[src/hdl/tec_trigger_exposure_map.vh]
// Notes on behaviour
// - rise kind fires on low-to-high only
// - fall kind fires on high-to-low only
// - either kind fires on every transition
// - high kind valid while source high
// - low kind valid while source low
// - no overlap: ignore triggers during capture
// - after-exposure window: accept once exposure ends
// - prior-capture window: latch trigger, use next
// - programmable microsecond wait before trigger acts
// - wait settings in both forms stay equal
// - divider passes one of every N pulses
// - multiplier emits M frame starts per pulse
// - method off: shutter stays permanently open
// - fixed method: open at start, timed close
// - pulse-length method follows trigger active level
// - dedicated method: open/close/hold triggers rule
// - shutter triggers ignored unless method dedicated
// - hold duration in us for fixed method
// - auto adjust acts only in fixed method
// - once mode converges then returns to off
// - continuous mode adjusts without stopping
// - shutter time settings in both forms agree
// - per-trigger on/off; off triggers fully ignored
`ifndef TEC_TRIGGER_EXPOSURE_MAP_VH
`define TEC_TRIGGER_EXPOSURE_MAP_VH

`define TEC_ADDR_CTRL 8'h00
`define TEC_ADDR_WAIT 8'h04
`define TEC_ADDR_LEG_WAIT_US 8'h08
`define TEC_ADDR_LEG_WAIT_TICKS 8'h0c
`define TEC_ADDR_DIV 8'h10
`define TEC_ADDR_MUL 8'h14
`define TEC_ADDR_SHUT 8'h18
`define TEC_ADDR_LEG_SHUT_US 8'h1c
`define TEC_ADDR_LEG_SHUT_TICKS 8'h20
`define TEC_ADDR_STATUS 8'h24

// control register fields
`define TEC_F_FR_ON 0
`define TEC_F_FR_KIND 3:1
`define TEC_F_WINDOW 5:4
`define TEC_F_OPEN_ON 6
`define TEC_F_CLOSE_ON 7
`define TEC_F_HOLD_ON 8
`define TEC_F_HOLD_KIND 11:9
`define TEC_F_OPEN_KIND 14:12
`define TEC_F_CLOSE_KIND 17:15
`define TEC_F_METHOD 19:18
`define TEC_F_AUTO 21:20
`define TEC_CTRL_W 22

`define TEC_CTRL_RST 22'h000000
`define TEC_WAIT_RST 16'h0000
`define TEC_DIV_RST 16'h0001
`define TEC_MUL_RST 16'h0001
`define TEC_SHUT_RST 16'h03e8

// trig_qualify_kind codes
`define TEC_RISE_TRANSITION 3'h0
`define TEC_FALL_TRANSITION 3'h1
`define TEC_EITHER_TRANSITION 3'h2
`define TEC_WHILE_HIGH 3'h3
`define TEC_WHILE_LOW 3'h4
// trig_accept_window codes
`define TEC_WIN_OFF 2'h0
`define TEC_AFTER_EXPOSURE_ACCEPT 2'h1
`define TEC_DURING_PRIOR_CAPTURE_ACCEPT 2'h2
// shutter_method codes
`define TEC_METHOD_OFF 2'h0
`define TEC_METHOD_FIXED 2'h1
`define TEC_PULSE_LENGTH_SHUTTER 2'h2
`define TEC_DEDICATED_TRIG_SHUTTER 2'h3
// auto_shutter_adjust codes
`define TEC_AUTO_OFF 2'h0
`define TEC_AUTO_ONCE 2'h1
`define TEC_AUTO_CONT 2'h2

// timing
`define TEC_CLK_PERIOD_NS 10
`define TEC_NS_PER_US 1000
`define TEC_CYC_PER_US (`TEC_NS_PER_US / `TEC_CLK_PERIOD_NS)
`define TEC_AUTO_STEP_US 16'h0010
`define TEC_SHUT_MAX_US 16'hffff

`endif
[src/hdl/tec_trigger_exposure.v]
// The register addresses and strobed register access are this design's own decisions.
`include "tec_trigger_exposure_map.vh"

module tec_trigger_exposure (
  input wire ref_clk_i,
  input wire rst_i,
  input wire [7:0] reg_addr_i,
  input wire [31:0] reg_wdata_i,
  input wire reg_wr_i,
  input wire reg_rd_i,
  output reg [31:0] reg_rdata_o,
  input wire frame_src_i,
  input wire open_src_i,
  input wire close_src_i,
  input wire hold_src_i,
  input wire after_exposure_accept_done_i,
  input wire scene_bright_i,
  input wire scene_dark_i,
  output reg shutter_open_o,
  output reg frame_start_o,
  output wire capture_busy_o
);

  localparam [1:0] ST_IDLE = 2'b01;
  localparam [1:0] ST_EXPOSE = 2'b10;

  function tec_qualify;
    input [2:0] kind;
    input cur;
    input prv;
    begin
      case (kind)
        `TEC_RISE_TRANSITION: tec_qualify = cur & ~prv;
        `TEC_FALL_TRANSITION: tec_qualify = ~cur & prv;
        `TEC_EITHER_TRANSITION: tec_qualify = cur ^ prv;
        `TEC_WHILE_HIGH: tec_qualify = cur;
        `TEC_WHILE_LOW: tec_qualify = ~cur;
        default: tec_qualify = 1'b0;
      endcase
    end
  endfunction

  // active level of a source for width-driven shutter control
  function tec_active;
    input [2:0] kind;
    input cur;
    begin
      if (kind == `TEC_FALL_TRANSITION || kind == `TEC_WHILE_LOW) begin
        tec_active = ~cur;
      end else begin
        tec_active = cur;
      end
    end
  endfunction

  function [23:0] tec_us_cyc;
    input [15:0] us;
    reg [31:0] prod;
    begin
      prod = {16'h0000, us} * `TEC_CYC_PER_US;
      tec_us_cyc = prod[23:0];
    end
  endfunction

  reg [`TEC_CTRL_W-1:0] ctrl_reg;
  reg [15:0] wait_us_reg;
  reg [15:0] div_reg;
  reg [15:0] mul_reg;
  reg [15:0] shut_us_reg;
  reg [3:0] sync1_reg;
  reg [3:0] sync2_reg;
  reg [3:0] prev_reg;
  reg pend_reg;
  reg [23:0] dly_cnt_reg;
  reg [15:0] div_cnt_reg;
  reg [15:0] mul_cnt_reg;
  reg [1:0] state_reg;
  reg [1:0] state_next;
  reg [23:0] exp_cnt_reg;
  reg after_exposure_accept_reg;

  wire fr_on = ctrl_reg[`TEC_F_FR_ON];
  wire [2:0] fr_kind = ctrl_reg[`TEC_F_FR_KIND];
  wire [1:0] window = ctrl_reg[`TEC_F_WINDOW];
  wire [1:0] method = ctrl_reg[`TEC_F_METHOD];
  wire [1:0] auto_mode = ctrl_reg[`TEC_F_AUTO];
  wire dedicated = (method == `TEC_DEDICATED_TRIG_SHUTTER);

  // source bit order: frame, open, close, hold
  wire [3:0] src = {hold_src_i, close_src_i, open_src_i, frame_src_i};

  always @(posedge ref_clk_i or posedge rst_i) begin
    if (rst_i) begin
      sync1_reg <= 4'h0;
      sync2_reg <= 4'h0;
      prev_reg <= 4'h0;
    end else begin
      sync1_reg <= src;
      sync2_reg <= sync1_reg;
      prev_reg <= sync2_reg;
    end
  end

  wire fr_ev = fr_on & tec_qualify(fr_kind, sync2_reg[0], prev_reg[0]);
  wire open_ev = dedicated & ctrl_reg[`TEC_F_OPEN_ON] &
    tec_qualify(ctrl_reg[`TEC_F_OPEN_KIND], sync2_reg[1], prev_reg[1]);
  wire close_ev = dedicated & ctrl_reg[`TEC_F_CLOSE_ON] &
    tec_qualify(ctrl_reg[`TEC_F_CLOSE_KIND], sync2_reg[2],
      prev_reg[2]);
  wire hold_on = dedicated & ctrl_reg[`TEC_F_HOLD_ON];
  wire hold_act = hold_on &
    tec_active(ctrl_reg[`TEC_F_HOLD_KIND], sync2_reg[3]);
  wire fr_act = tec_active(fr_kind, sync2_reg[0]);

  wire exposing = state_reg[1];
  wire dly_busy = (dly_cnt_reg != 24'h000000);
  wire chain_busy = dly_busy | (mul_cnt_reg != 16'h0000);

  // acceptance window for new frame triggers
  reg accept_ok;
  always @* begin
    case (window)
      `TEC_WIN_OFF: accept_ok = ~chain_busy & ~exposing & ~after_exposure_accept_reg;
      `TEC_AFTER_EXPOSURE_ACCEPT: accept_ok = ~chain_busy & ~exposing;
      `TEC_DURING_PRIOR_CAPTURE_ACCEPT:
        accept_ok = ~chain_busy & ~exposing & ~after_exposure_accept_reg;
      default: accept_ok = 1'b0;
    endcase
  end

  wire latch_mode = (window == `TEC_DURING_PRIOR_CAPTURE_ACCEPT);
  // latched trigger is replayed once the previous capture is over
  wire acc_start = latch_mode ? ((pend_reg | fr_ev) & accept_ok) :
    (fr_ev & accept_ok);

  always @(posedge ref_clk_i or posedge rst_i) begin
    if (rst_i) begin
      pend_reg <= 1'b0;
    end else if (dedicated) begin
      pend_reg <= 1'b0;
    end else if (latch_mode & fr_ev & ~accept_ok) begin
      pend_reg <= 1'b1;
    end else if (acc_start | ~latch_mode) begin
      pend_reg <= 1'b0;
    end
  end

  wire [23:0] wait_cyc = tec_us_cyc(wait_us_reg);
  wire dly_pass = (acc_start & (wait_cyc == 24'h000000)) |
    (dly_cnt_reg == 24'h000001);

  always @(posedge ref_clk_i or posedge rst_i) begin
    if (rst_i) begin
      dly_cnt_reg <= 24'h000000;
    end else if (acc_start) begin
      dly_cnt_reg <= wait_cyc;
    end else if (dly_busy) begin
      dly_cnt_reg <= dly_cnt_reg - 24'h000001;
    end
  end

  // a zero divider or multiplier behaves as one
  wire [15:0] div_eff = (div_reg == 16'h0000) ? 16'h0001 : div_reg;
  wire [15:0] mul_eff = (mul_reg == 16'h0000) ? 16'h0001 : mul_reg;
  wire div_fire = dly_pass & (div_cnt_reg + 16'h0001 >= div_eff);

  always @(posedge ref_clk_i or posedge rst_i) begin
    if (rst_i) begin
      div_cnt_reg <= 16'h0000;
    end else if (dly_pass) begin
      if (div_fire) begin
        div_cnt_reg <= 16'h0000;
      end else begin
        div_cnt_reg <= div_cnt_reg + 16'h0001;
      end
    end
  end

  // frames issue one at a time; overlapped after_exposure_accept allows a new exposure
  // one idle cycle between starts keeps every frame pulse distinct
  wire can_start = ~dedicated & ~exposing & ~frame_start_o &
    (~after_exposure_accept_reg | (window == `TEC_AFTER_EXPOSURE_ACCEPT));
  wire fs = (mul_cnt_reg != 16'h0000) & can_start;

  always @(posedge ref_clk_i or posedge rst_i) begin
    if (rst_i) begin
      mul_cnt_reg <= 16'h0000;
    end else if (dedicated) begin
      // no frames issue here, so a stale count must not leak out later
      mul_cnt_reg <= 16'h0000;
    end else if (div_fire) begin
      mul_cnt_reg <= mul_eff;
    end else if (fs) begin
      mul_cnt_reg <= mul_cnt_reg - 16'h0001;
    end
  end

  wire [23:0] shut_cyc = tec_us_cyc(shut_us_reg);
  reg exp_end;
  always @* begin
    state_next = state_reg;
    exp_end = 1'b0;
    case (state_reg)
      ST_IDLE: begin
        if (dedicated) begin
          if (open_ev | hold_act) begin
            state_next = ST_EXPOSE;
          end
        end else if (fs) begin
          if (method == `TEC_METHOD_FIXED ||
              method == `TEC_PULSE_LENGTH_SHUTTER) begin
            state_next = ST_EXPOSE;
          end
        end
      end
      ST_EXPOSE: begin
        case (method)
          `TEC_METHOD_FIXED:
            exp_end = (exp_cnt_reg <= 24'h000001);
          `TEC_PULSE_LENGTH_SHUTTER: exp_end = ~fr_act;
          `TEC_DEDICATED_TRIG_SHUTTER:
            exp_end = close_ev | (hold_on & ~hold_act);
          default: exp_end = 1'b1;
        endcase
        if (exp_end) begin
          state_next = ST_IDLE;
        end
      end
      default: state_next = ST_IDLE;
    endcase
  end

  always @(posedge ref_clk_i or posedge rst_i) begin
    if (rst_i) begin
      state_reg <= ST_IDLE;
      exp_cnt_reg <= 24'h000000;
      after_exposure_accept_reg <= 1'b0;
      frame_start_o <= 1'b0;
      shutter_open_o <= 1'b1;
    end else begin
      state_reg <= state_next;
      frame_start_o <= fs;
      if (state_reg == ST_IDLE && state_next == ST_EXPOSE) begin
        exp_cnt_reg <= shut_cyc;
      end else if (exp_cnt_reg != 24'h000000) begin
        exp_cnt_reg <= exp_cnt_reg - 24'h000001;
      end
      // a frame entering after_exposure_accept in the same cycle as an old one leaves it wins
      if (exp_end | (fs & (method == `TEC_METHOD_OFF))) begin
        after_exposure_accept_reg <= 1'b1;
      end else if (after_exposure_accept_done_i) begin
        after_exposure_accept_reg <= 1'b0;
      end
      if (method == `TEC_METHOD_OFF) begin
        shutter_open_o <= 1'b1;
      end else begin
        shutter_open_o <= (state_next == ST_EXPOSE);
      end
    end
  end

  assign capture_busy_o = exposing | after_exposure_accept_reg;

  // auto adjustment is judged at the close of each fixed exposure
  wire auto_step = exp_end & (method == `TEC_METHOD_FIXED) &
    (auto_mode != `TEC_AUTO_OFF);
  wire go_down = scene_bright_i & (shut_us_reg > `TEC_AUTO_STEP_US);
  wire go_up = scene_dark_i &
    (shut_us_reg < `TEC_SHUT_MAX_US - `TEC_AUTO_STEP_US);

  wire addr_wait = (reg_addr_i == `TEC_ADDR_WAIT) |
    (reg_addr_i == `TEC_ADDR_LEG_WAIT_US) |
    (reg_addr_i == `TEC_ADDR_LEG_WAIT_TICKS);
  wire addr_shut = (reg_addr_i == `TEC_ADDR_SHUT) |
    (reg_addr_i == `TEC_ADDR_LEG_SHUT_US) |
    (reg_addr_i == `TEC_ADDR_LEG_SHUT_TICKS);

  always @(posedge ref_clk_i or posedge rst_i) begin
    if (rst_i) begin
      ctrl_reg <= `TEC_CTRL_RST;
      wait_us_reg <= `TEC_WAIT_RST;
      div_reg <= `TEC_DIV_RST;
      mul_reg <= `TEC_MUL_RST;
      shut_us_reg <= `TEC_SHUT_RST;
    end else begin
      if (reg_wr_i && reg_addr_i == `TEC_ADDR_CTRL) begin
        ctrl_reg <= reg_wdata_i[`TEC_CTRL_W-1:0];
      end else if (auto_step && auto_mode == `TEC_AUTO_ONCE &&
                   !go_down && !go_up) begin
        ctrl_reg[`TEC_F_AUTO] <= `TEC_AUTO_OFF;
      end
      // raw tick unit is one microsecond, so all forms share one store
      if (reg_wr_i && addr_wait) begin
        wait_us_reg <= reg_wdata_i[15:0];
      end
      if (reg_wr_i && reg_addr_i == `TEC_ADDR_DIV) begin
        div_reg <= reg_wdata_i[15:0];
      end
      if (reg_wr_i && reg_addr_i == `TEC_ADDR_MUL) begin
        mul_reg <= reg_wdata_i[15:0];
      end
      if (reg_wr_i && addr_shut) begin
        shut_us_reg <= reg_wdata_i[15:0];
      end else if (auto_step && go_down) begin
        shut_us_reg <= shut_us_reg - `TEC_AUTO_STEP_US;
      end else if (auto_step && go_up) begin
        shut_us_reg <= shut_us_reg + `TEC_AUTO_STEP_US;
      end
    end
  end

  // read data stands only in the cycle after the strobe
  always @(posedge ref_clk_i or posedge rst_i) begin
    if (rst_i) begin
      reg_rdata_o <= 32'h00000000;
    end else if (!reg_rd_i) begin
      reg_rdata_o <= 32'h00000000;
    end else if (addr_wait) begin
      reg_rdata_o <= {16'h0000, wait_us_reg};
    end else if (addr_shut) begin
      reg_rdata_o <= {16'h0000, shut_us_reg};
    end else begin
      case (reg_addr_i)
        `TEC_ADDR_CTRL: reg_rdata_o <= {10'h000, ctrl_reg};
        `TEC_ADDR_DIV: reg_rdata_o <= {16'h0000, div_reg};
        `TEC_ADDR_MUL: reg_rdata_o <= {16'h0000, mul_reg};
        `TEC_ADDR_STATUS:
          reg_rdata_o <= {mul_cnt_reg, 11'h000, dly_busy, pend_reg,
            after_exposure_accept_reg, exposing, shutter_open_o};
        default: reg_rdata_o <= 32'h00000000;
      endcase
    end
  end

endmodule // tec_trigger_exposure

[config.mk]
export PLATFORM = sky130hd
export DESIGN_NAME = tec_trigger_exposure
export DESIGN_NICKNAME = d
export VERILOG_FILES = /design/src/hdl/tec_trigger_exposure.v
export VERILOG_INCLUDE_DIRS = /design/src /design/src/hdl
export SDC_FILE = /design/constraint.sdc
export NUM_CORES = 1
export LEC_CHECK = 0
export BUFFER_PORTS_ARGS = -buffer_cell sky130_fd_sc_hd__clkbuf_2
export CAP_MARGIN = 40
export CORE_MARGIN = 8
export CORE_UTILIZATION = 55
export CTS_CLUSTER_DIAMETER = 120
export CTS_CLUSTER_SIZE = 25
export DETAILED_ROUTE_END_ITERATION = 12
export GPL_ROUTABILITY_DRIVEN = 0
export GPL_TIMING_DRIVEN = 0
export PLACE_DENSITY = 0.73
export SLEW_MARGIN = 20
export SYNTH_ARGS = -nofsm -noshare
export SYNTH_HDL_FRONTEND = slang
export SYNTH_SLANG_ARGS = --single-unit
[constraint.sdc]
create_clock -name ref_clk_i -period 19.4 [get_ports ref_clk_i]
set_input_delay 1.94 -clock ref_clk_i [delete_from_list [all_inputs] [get_ports ref_clk_i]]
set_output_delay 1.94 -clock ref_clk_i [all_outputs]
set_load 0.02 [all_outputs]
* Yosys cells after proc, flatten, opt, wreduce, memory -nomap -nowiden
Cells that the tools add are included.
W data, S select, Z words.
** Word-level totals
- Register bits :: 215
- Bits of input ports :: 51
- Output and inout bits :: 35
- Word-level logic and storage cells :: 205
** Cells by class
- Add/subtract/negate cells :: 6
- $mul :: 2
- Magnitude comparators :: 4
- Equality and inequality tests :: 33
- Muxes and demuxes :: 41
- Bitwise gates (word level) :: 63
- Reduce and logical (&&, ||, !) cells :: 37
** Operator list (count)
- $mux W16 :: 9
- $pmux W32 S4 :: 1
- $mux W24 :: 4
- $mux W32 :: 3
- $reduce_bool A24 Y1 :: 2
- $sub A24 B1 Y24 const B :: 2
- $mul A16 B5 Y21 const B :: 2
- $eq A8 B5 Y1 const B :: 4
- $logic_not A16 Y1 :: 2
- $and A1 B1 Y1 :: 31
- $eq A24 B1 Y1 const B :: 1
- $le A24 B1 Y1 const B :: 1
- $logic_not A24 Y1 :: 1
- $eq A3 B2 Y1 const B :: 6
- $add A16 B1 Y16 const B :: 1
- $add A16 B5 Y16 const B :: 1
- $eq A8 B4 Y1 const B :: 2
- $eq A8 B6 Y1 const B :: 2
- $ge A16 B16 Y1 :: 1
- $gt A16 B5 Y1 const B :: 1
- $lt A16 B16 Y1 const B :: 1
- $not A1 Y1 :: 16
- $reduce_bool A16 Y1 :: 1
- $sub A16 B1 Y16 const B :: 1
- 23 further kinds :: 90

* Depth between registers and ports, before layout
- Depth after elaboration :: 17
- Gate-level depth with buffers :: 17
- Mapped depth without buffers :: 16

* Worst setup path after synthesis
Ideal clock, no wire load.
- Kind :: flip-flop to flip-flop
- From :: register wait_us_reg[6]
- To :: register mul_cnt_reg[0]
- Setup time :: 127 ps
- Arrival :: 4230 ps
- Required time :: 19273 ps
- Path slack :: 15042 ps
- Cell stages (with the launch flop) :: 17
- Path buffers :: 1
- Period minus slack after synthesis :: 4358 ps
- Cell sequence :: dfrtp_1 > ha_1 > ha_1 > inv_1 > fa_1 > inv_1 > ha_1 > nor2_1 > nor4_1 > nand2_1 > a211oi_1 > o311ai_0 > a2111oi_0 > nand3_1 > o22ai_4 > buf_6 > mux2_1
** Between the ends
- Cells in the longest elaborated chain, start to end :: 7
- Elaborated cells between the ends (all ways) :: 8
- Classes of those cells :: 1 x mul; 2 x mux; 3 x bitwise; 2 x reduce/logical
** RTL lines
- start: declaration :: line tec_trigger_exposure.v:66 : reg [15:0] wait_us_reg;
- start signal: assignment :: line tec_trigger_exposure.v:281 : wait_us_reg <= `TEC_WAIT_RST;
- start signal: assignment :: line tec_trigger_exposure.v:294 : wait_us_reg <= reg_wdata_i[15:0];
- $mul A16 B5 Y21 (no source line) *
- $logic_not A24 Y1 * :: line tec_trigger_exposure.v:149 : wire dly_pass = (acc_start & (wait_cyc == 24'h000000)) |
- $and A1 B1 Y1 * :: line tec_trigger_exposure.v:149
- $or A1 B1 Y1 * :: line tec_trigger_exposure.v:149
- $and A1 B1 Y1 * :: line tec_trigger_exposure.v:165 : wire div_fire = dly_pass & (div_cnt_reg + 16'h0001 >= div_eff);
- $mux W16 :: line tec_trigger_exposure.v:191 : end else if (div_fire) begin
- $mux W16 :: line tec_trigger_exposure.v:188 : end else if (dedicated) begin
- end signal: assignment :: line tec_trigger_exposure.v:192 : mul_cnt_reg <= mul_eff;
- end signal: assignment :: line tec_trigger_exposure.v:194 : mul_cnt_reg <= mul_cnt_reg - 16'h0001;
- end: declaration :: line tec_trigger_exposure.v:76 : reg [15:0] mul_cnt_reg;
Every way passes the cells marked *; elsewhere a longest branch is shown, timed or not.
A chain may end at the register's enable or synchronous reset.

* Worst setup path in the final report
- From :: register div_cnt_reg[0]
- To :: register mul_cnt_reg[0]
** Between the ends
- Cells in the longest elaborated chain, start to end :: 5
- Elaborated cells between the ends (all ways) :: 6
- Classes of those cells :: 1 x add/sub; 1 x order compare; 2 x mux; 1 x bitwise; 1 x reduce/logical
** RTL lines
- start: declaration :: line tec_trigger_exposure.v:75 : reg [15:0] div_cnt_reg;
- start signal: assignment :: line tec_trigger_exposure.v:174 : div_cnt_reg <= div_cnt_reg + 16'h0001;
- $add A16 B1 Y16 * :: line tec_trigger_exposure.v:165
- $ge A16 B16 Y1 * :: line tec_trigger_exposure.v:165
- $and A1 B1 Y1 * :: line tec_trigger_exposure.v:165
- $mux W16 :: line tec_trigger_exposure.v:191
- $mux W16 :: line tec_trigger_exposure.v:188
Marked as above.

==> flow_summary.ini <==
[clock_network]
cts.repair.resized = 0
clock-sinks = 215
clock_path_buffers = 3
clkSlewWorstSetupHoldPaths_ns = 0.11
cts_buffers = 12
cts_root_buffer = clkbuf_16
cts_setup_buffers = 0
cts_hold_buf = 0
cts_tree = yes
cts_htree_levels = 1
clk_latency_ns = 0.49

[sta]
hold_viol = 0
tns_ns = 0
worst_pin_slew_ns = 0.841
fmaxAchievable_mhz = 184
max-slew-margin-rel_pct = 43.4
drv_slew = 0
skew_ns = 0.0312
setup_violations = 0
period_minus_slack_ns = 5.45
setup_slack_ns = 13.95
grt_setup_unrepaired = false
fin_crit_sh_pct = 28.1

[placed_design]
place_inst = 1988
hpwl_mm = 29.2
place_worst_setup_slack_ns = 14.07
dpl_cell_area_um2 = 15900
port-buffer-count = 74

[route]
routed_wl_mm = 38.2
wl_per_cell_um = 19.0
drc = 0
vias = 12200
viasPerCell = 6.06
ant_nets = 0
drtPass1Iterations = 6
first_iter_violations = 1082

[synth]
synthTopCellsByCount = 205 x dfrtp_1, 160 x ha_1, 156 x inv_1, 105 x nand2_1, 94 x nor2_1
ys_async_sr_fraction_pct = 100
synth_cell_types = 69
synth.top_cell.area_share_pct = 34.2
ys_top_cells_by_area = dfrtp_1 34%, ha_1 13%, mux2_2 6.3%, inv_1 3.9%, xnor2_1 3.7%
ys_warn_count = 0
seq_area_frac_synth_pct = 36.0
synth.cell_area_um2 = 15000
netlist_instances = 1568
synth_largest_area_cell = dfrtp_1
synth_fp_nets = 1801
synth.most_common_cell = dfrtp_1
synth_area_per_cell_um2 = 9.56
ys_seq_elements = 215
synth_edf_count = 0
synth_ff_type = dfrtp_1

[worst_setup_path]
worst-setup-path-type = register to register
slowest_stage = a21oi_1
r2r_setup_slack_ns = 13.95
worst_setup_path_start_kind = register
required_ns = 19.78
arrival_ns = 5.82
cp_max_fo = 10
path_cells = ha_1, nand3_1, nor2_1, and3_1, and3_1, nand3_1, xnor2_1, ha_1, nand2_1, or4_1, o21ai_0, a31oi_1, a21oi_1, clkinv_1, o22ai_4, buf_6, mux2_1
r2r_start = div_cnt_reg[0]
critPathTopFamily = simple AND/OR/NAND/NOR gates
worst-path-buf-inv = 2
endpoint_kind = register
reg2reg_to = mul_cnt_reg[0]
cpPeakStageDelay_ns = 0.65
r2r_cells = 17

[layout]
largest_reg_flops = 32
area_growth_pct = 8.56
drive_gt1_share_pct = 13.2
instances_no_fill = 2010
final_area_um2 = 16300
layout.nets = 1895

[global_routing]
antenna_found_initial = 1
grt_max_degree = 106
grt-ovfl-total = 0
global_route.usage.met1_pct = 32.8
grt_usage_pct = 22.8
top_usage_layer = met2
grt_pass1_vias = 11800
grt_first_pass_wirelength_mm = 62.0
met2_usage_pct = 35.4
grt_util_met3_pct = 4.17

[power]
ir_drop_uv = 74.7
p_leak_nw = 7.72
power.density_nw_per_um2 = 95.6
power_mw = 1.56

[die]
die_height_um = 181
num_io_pins = 86
rows = 60
die_w_um = 181
die_area_um2 = 32800
initial_utilization_pct = 55.8
core_area_um2 = 26900

[min_path]
worst_hold_path_type = register to register
min_from = sync1_reg[3]
hold-path-endpoint = sync2_reg[3]
hold_path_depth = 0

[run_status]
status = finished, final reports clean

[flow_run]
maxCapViolCount = 0
per-layer routing:
metal	up-vias	share of wire (%)
met5	-	0
met4	0	1.8
met3	51	7.6
met2	427	44
met1	5937	47
li1	5770	-
report_power, final:
group          switching [mW]  internal (mW)  total (mW)
Clock                   0.155          0.139       0.294
Sequential             0.0978          0.530       0.628
Combinational           0.349          0.286       0.634
Total                   0.602          0.954        1.56
worst register-to-register path: cells and delay by family, from the launching register on:
family,cells,cell delay [ns]
AOI/OAI and AO/OA,4,1.32
xor gates and xnor gates,1,0.18
adders and majority gates,2,0.56
buffers and inverters,2,0.80
DFF,1,0.46
muxes,1,0.33
and+or+nand+nor,7,1.72
final cells by class:
class	count	area, um^2
Clock buffer	18	344
Tap cell	341	427
Timing Repair Buffer	80	450
Antenna cell	1	2.50
Fill cell	2325	10600
Clock inverter	2	38.8
Multi-Input combinational cell	1150	8840
Sequential cell	215	5390
Inverter	157	597
Buffer	46	184
through the flow:
stage | utilization [%] | hold slack, ns
after floorplan | - | 0.331
after global placement | 58.7 | 0.332
after detailed placement | 59.1 | 0.336
after CTS | 60.5 | 0.360
after global routing | 60.5 | 0.367
final | 60.5 | 0.359
how the worst max path moves through the flow:
stage	endpoint	slack (ns)	startpoint	depth (start not counted)
final	mul_cnt_reg[0]	13.95	div_cnt_reg[0]	17
after global routing	mul_cnt_reg[0]	13.58	div_cnt_reg[0]	17
after CTS	mul_cnt_reg[4]	14.02	div_cnt_reg[0]	17
after detailed placement	mul_cnt_reg[4]	14.07	div_cnt_reg[0]	17
after global placement	sync1_reg[1]	9.22	rst_i	2
after floorplan	after_exposure_accept_reg	11.60	rst_i	1
cells by family (layout without fill, tap and decap cells):
| family | Yosys count | in the layout | share of synthesized area [%] |
|---|---|---|---|
| AND/OR/NAND/NOR | 473 | 473 | 16.2 |
| AO/OA/AOI/OAI | 298 | 298 | 13.1 |
| flip-flops | 215 | 215 | 36.0 |
| buffers and inverters | 203 | 303 | 5.16 |
| adder cells (fa/ha/maj) | 182 | 182 | 16.3 |
| multiplexers | 103 | 103 | 7.73 |
| XOR/XNOR | 94 | 94 | 5.49 |
| other | 0 | 1 | 0 |
cell usage in the layout, fill, tap and decap left out, drive strengths merged, types with 11 or more instances in the layout:
cell type / count
o31ai: 13
inv: 156
mux2: 92
or4: 18
nand3: 38
a31oi: 18
dfrtp: 205
a222oi: 15
nor2b: 22
nor3: 49
nor3b: 14
nand2: 105
or3: 21
xor2: 30
and2: 16
a21oi: 75
a21o: 11
nand2b: 15
a211oi: 12
xnor2: 64
clkbuf: 132
nor4: 26
o21ai: 74
ha: 160
and3: 22
fa: 22
buf: 12
nor2: 94
a2111oi: 12
Power figures use the tool's default switching activity.
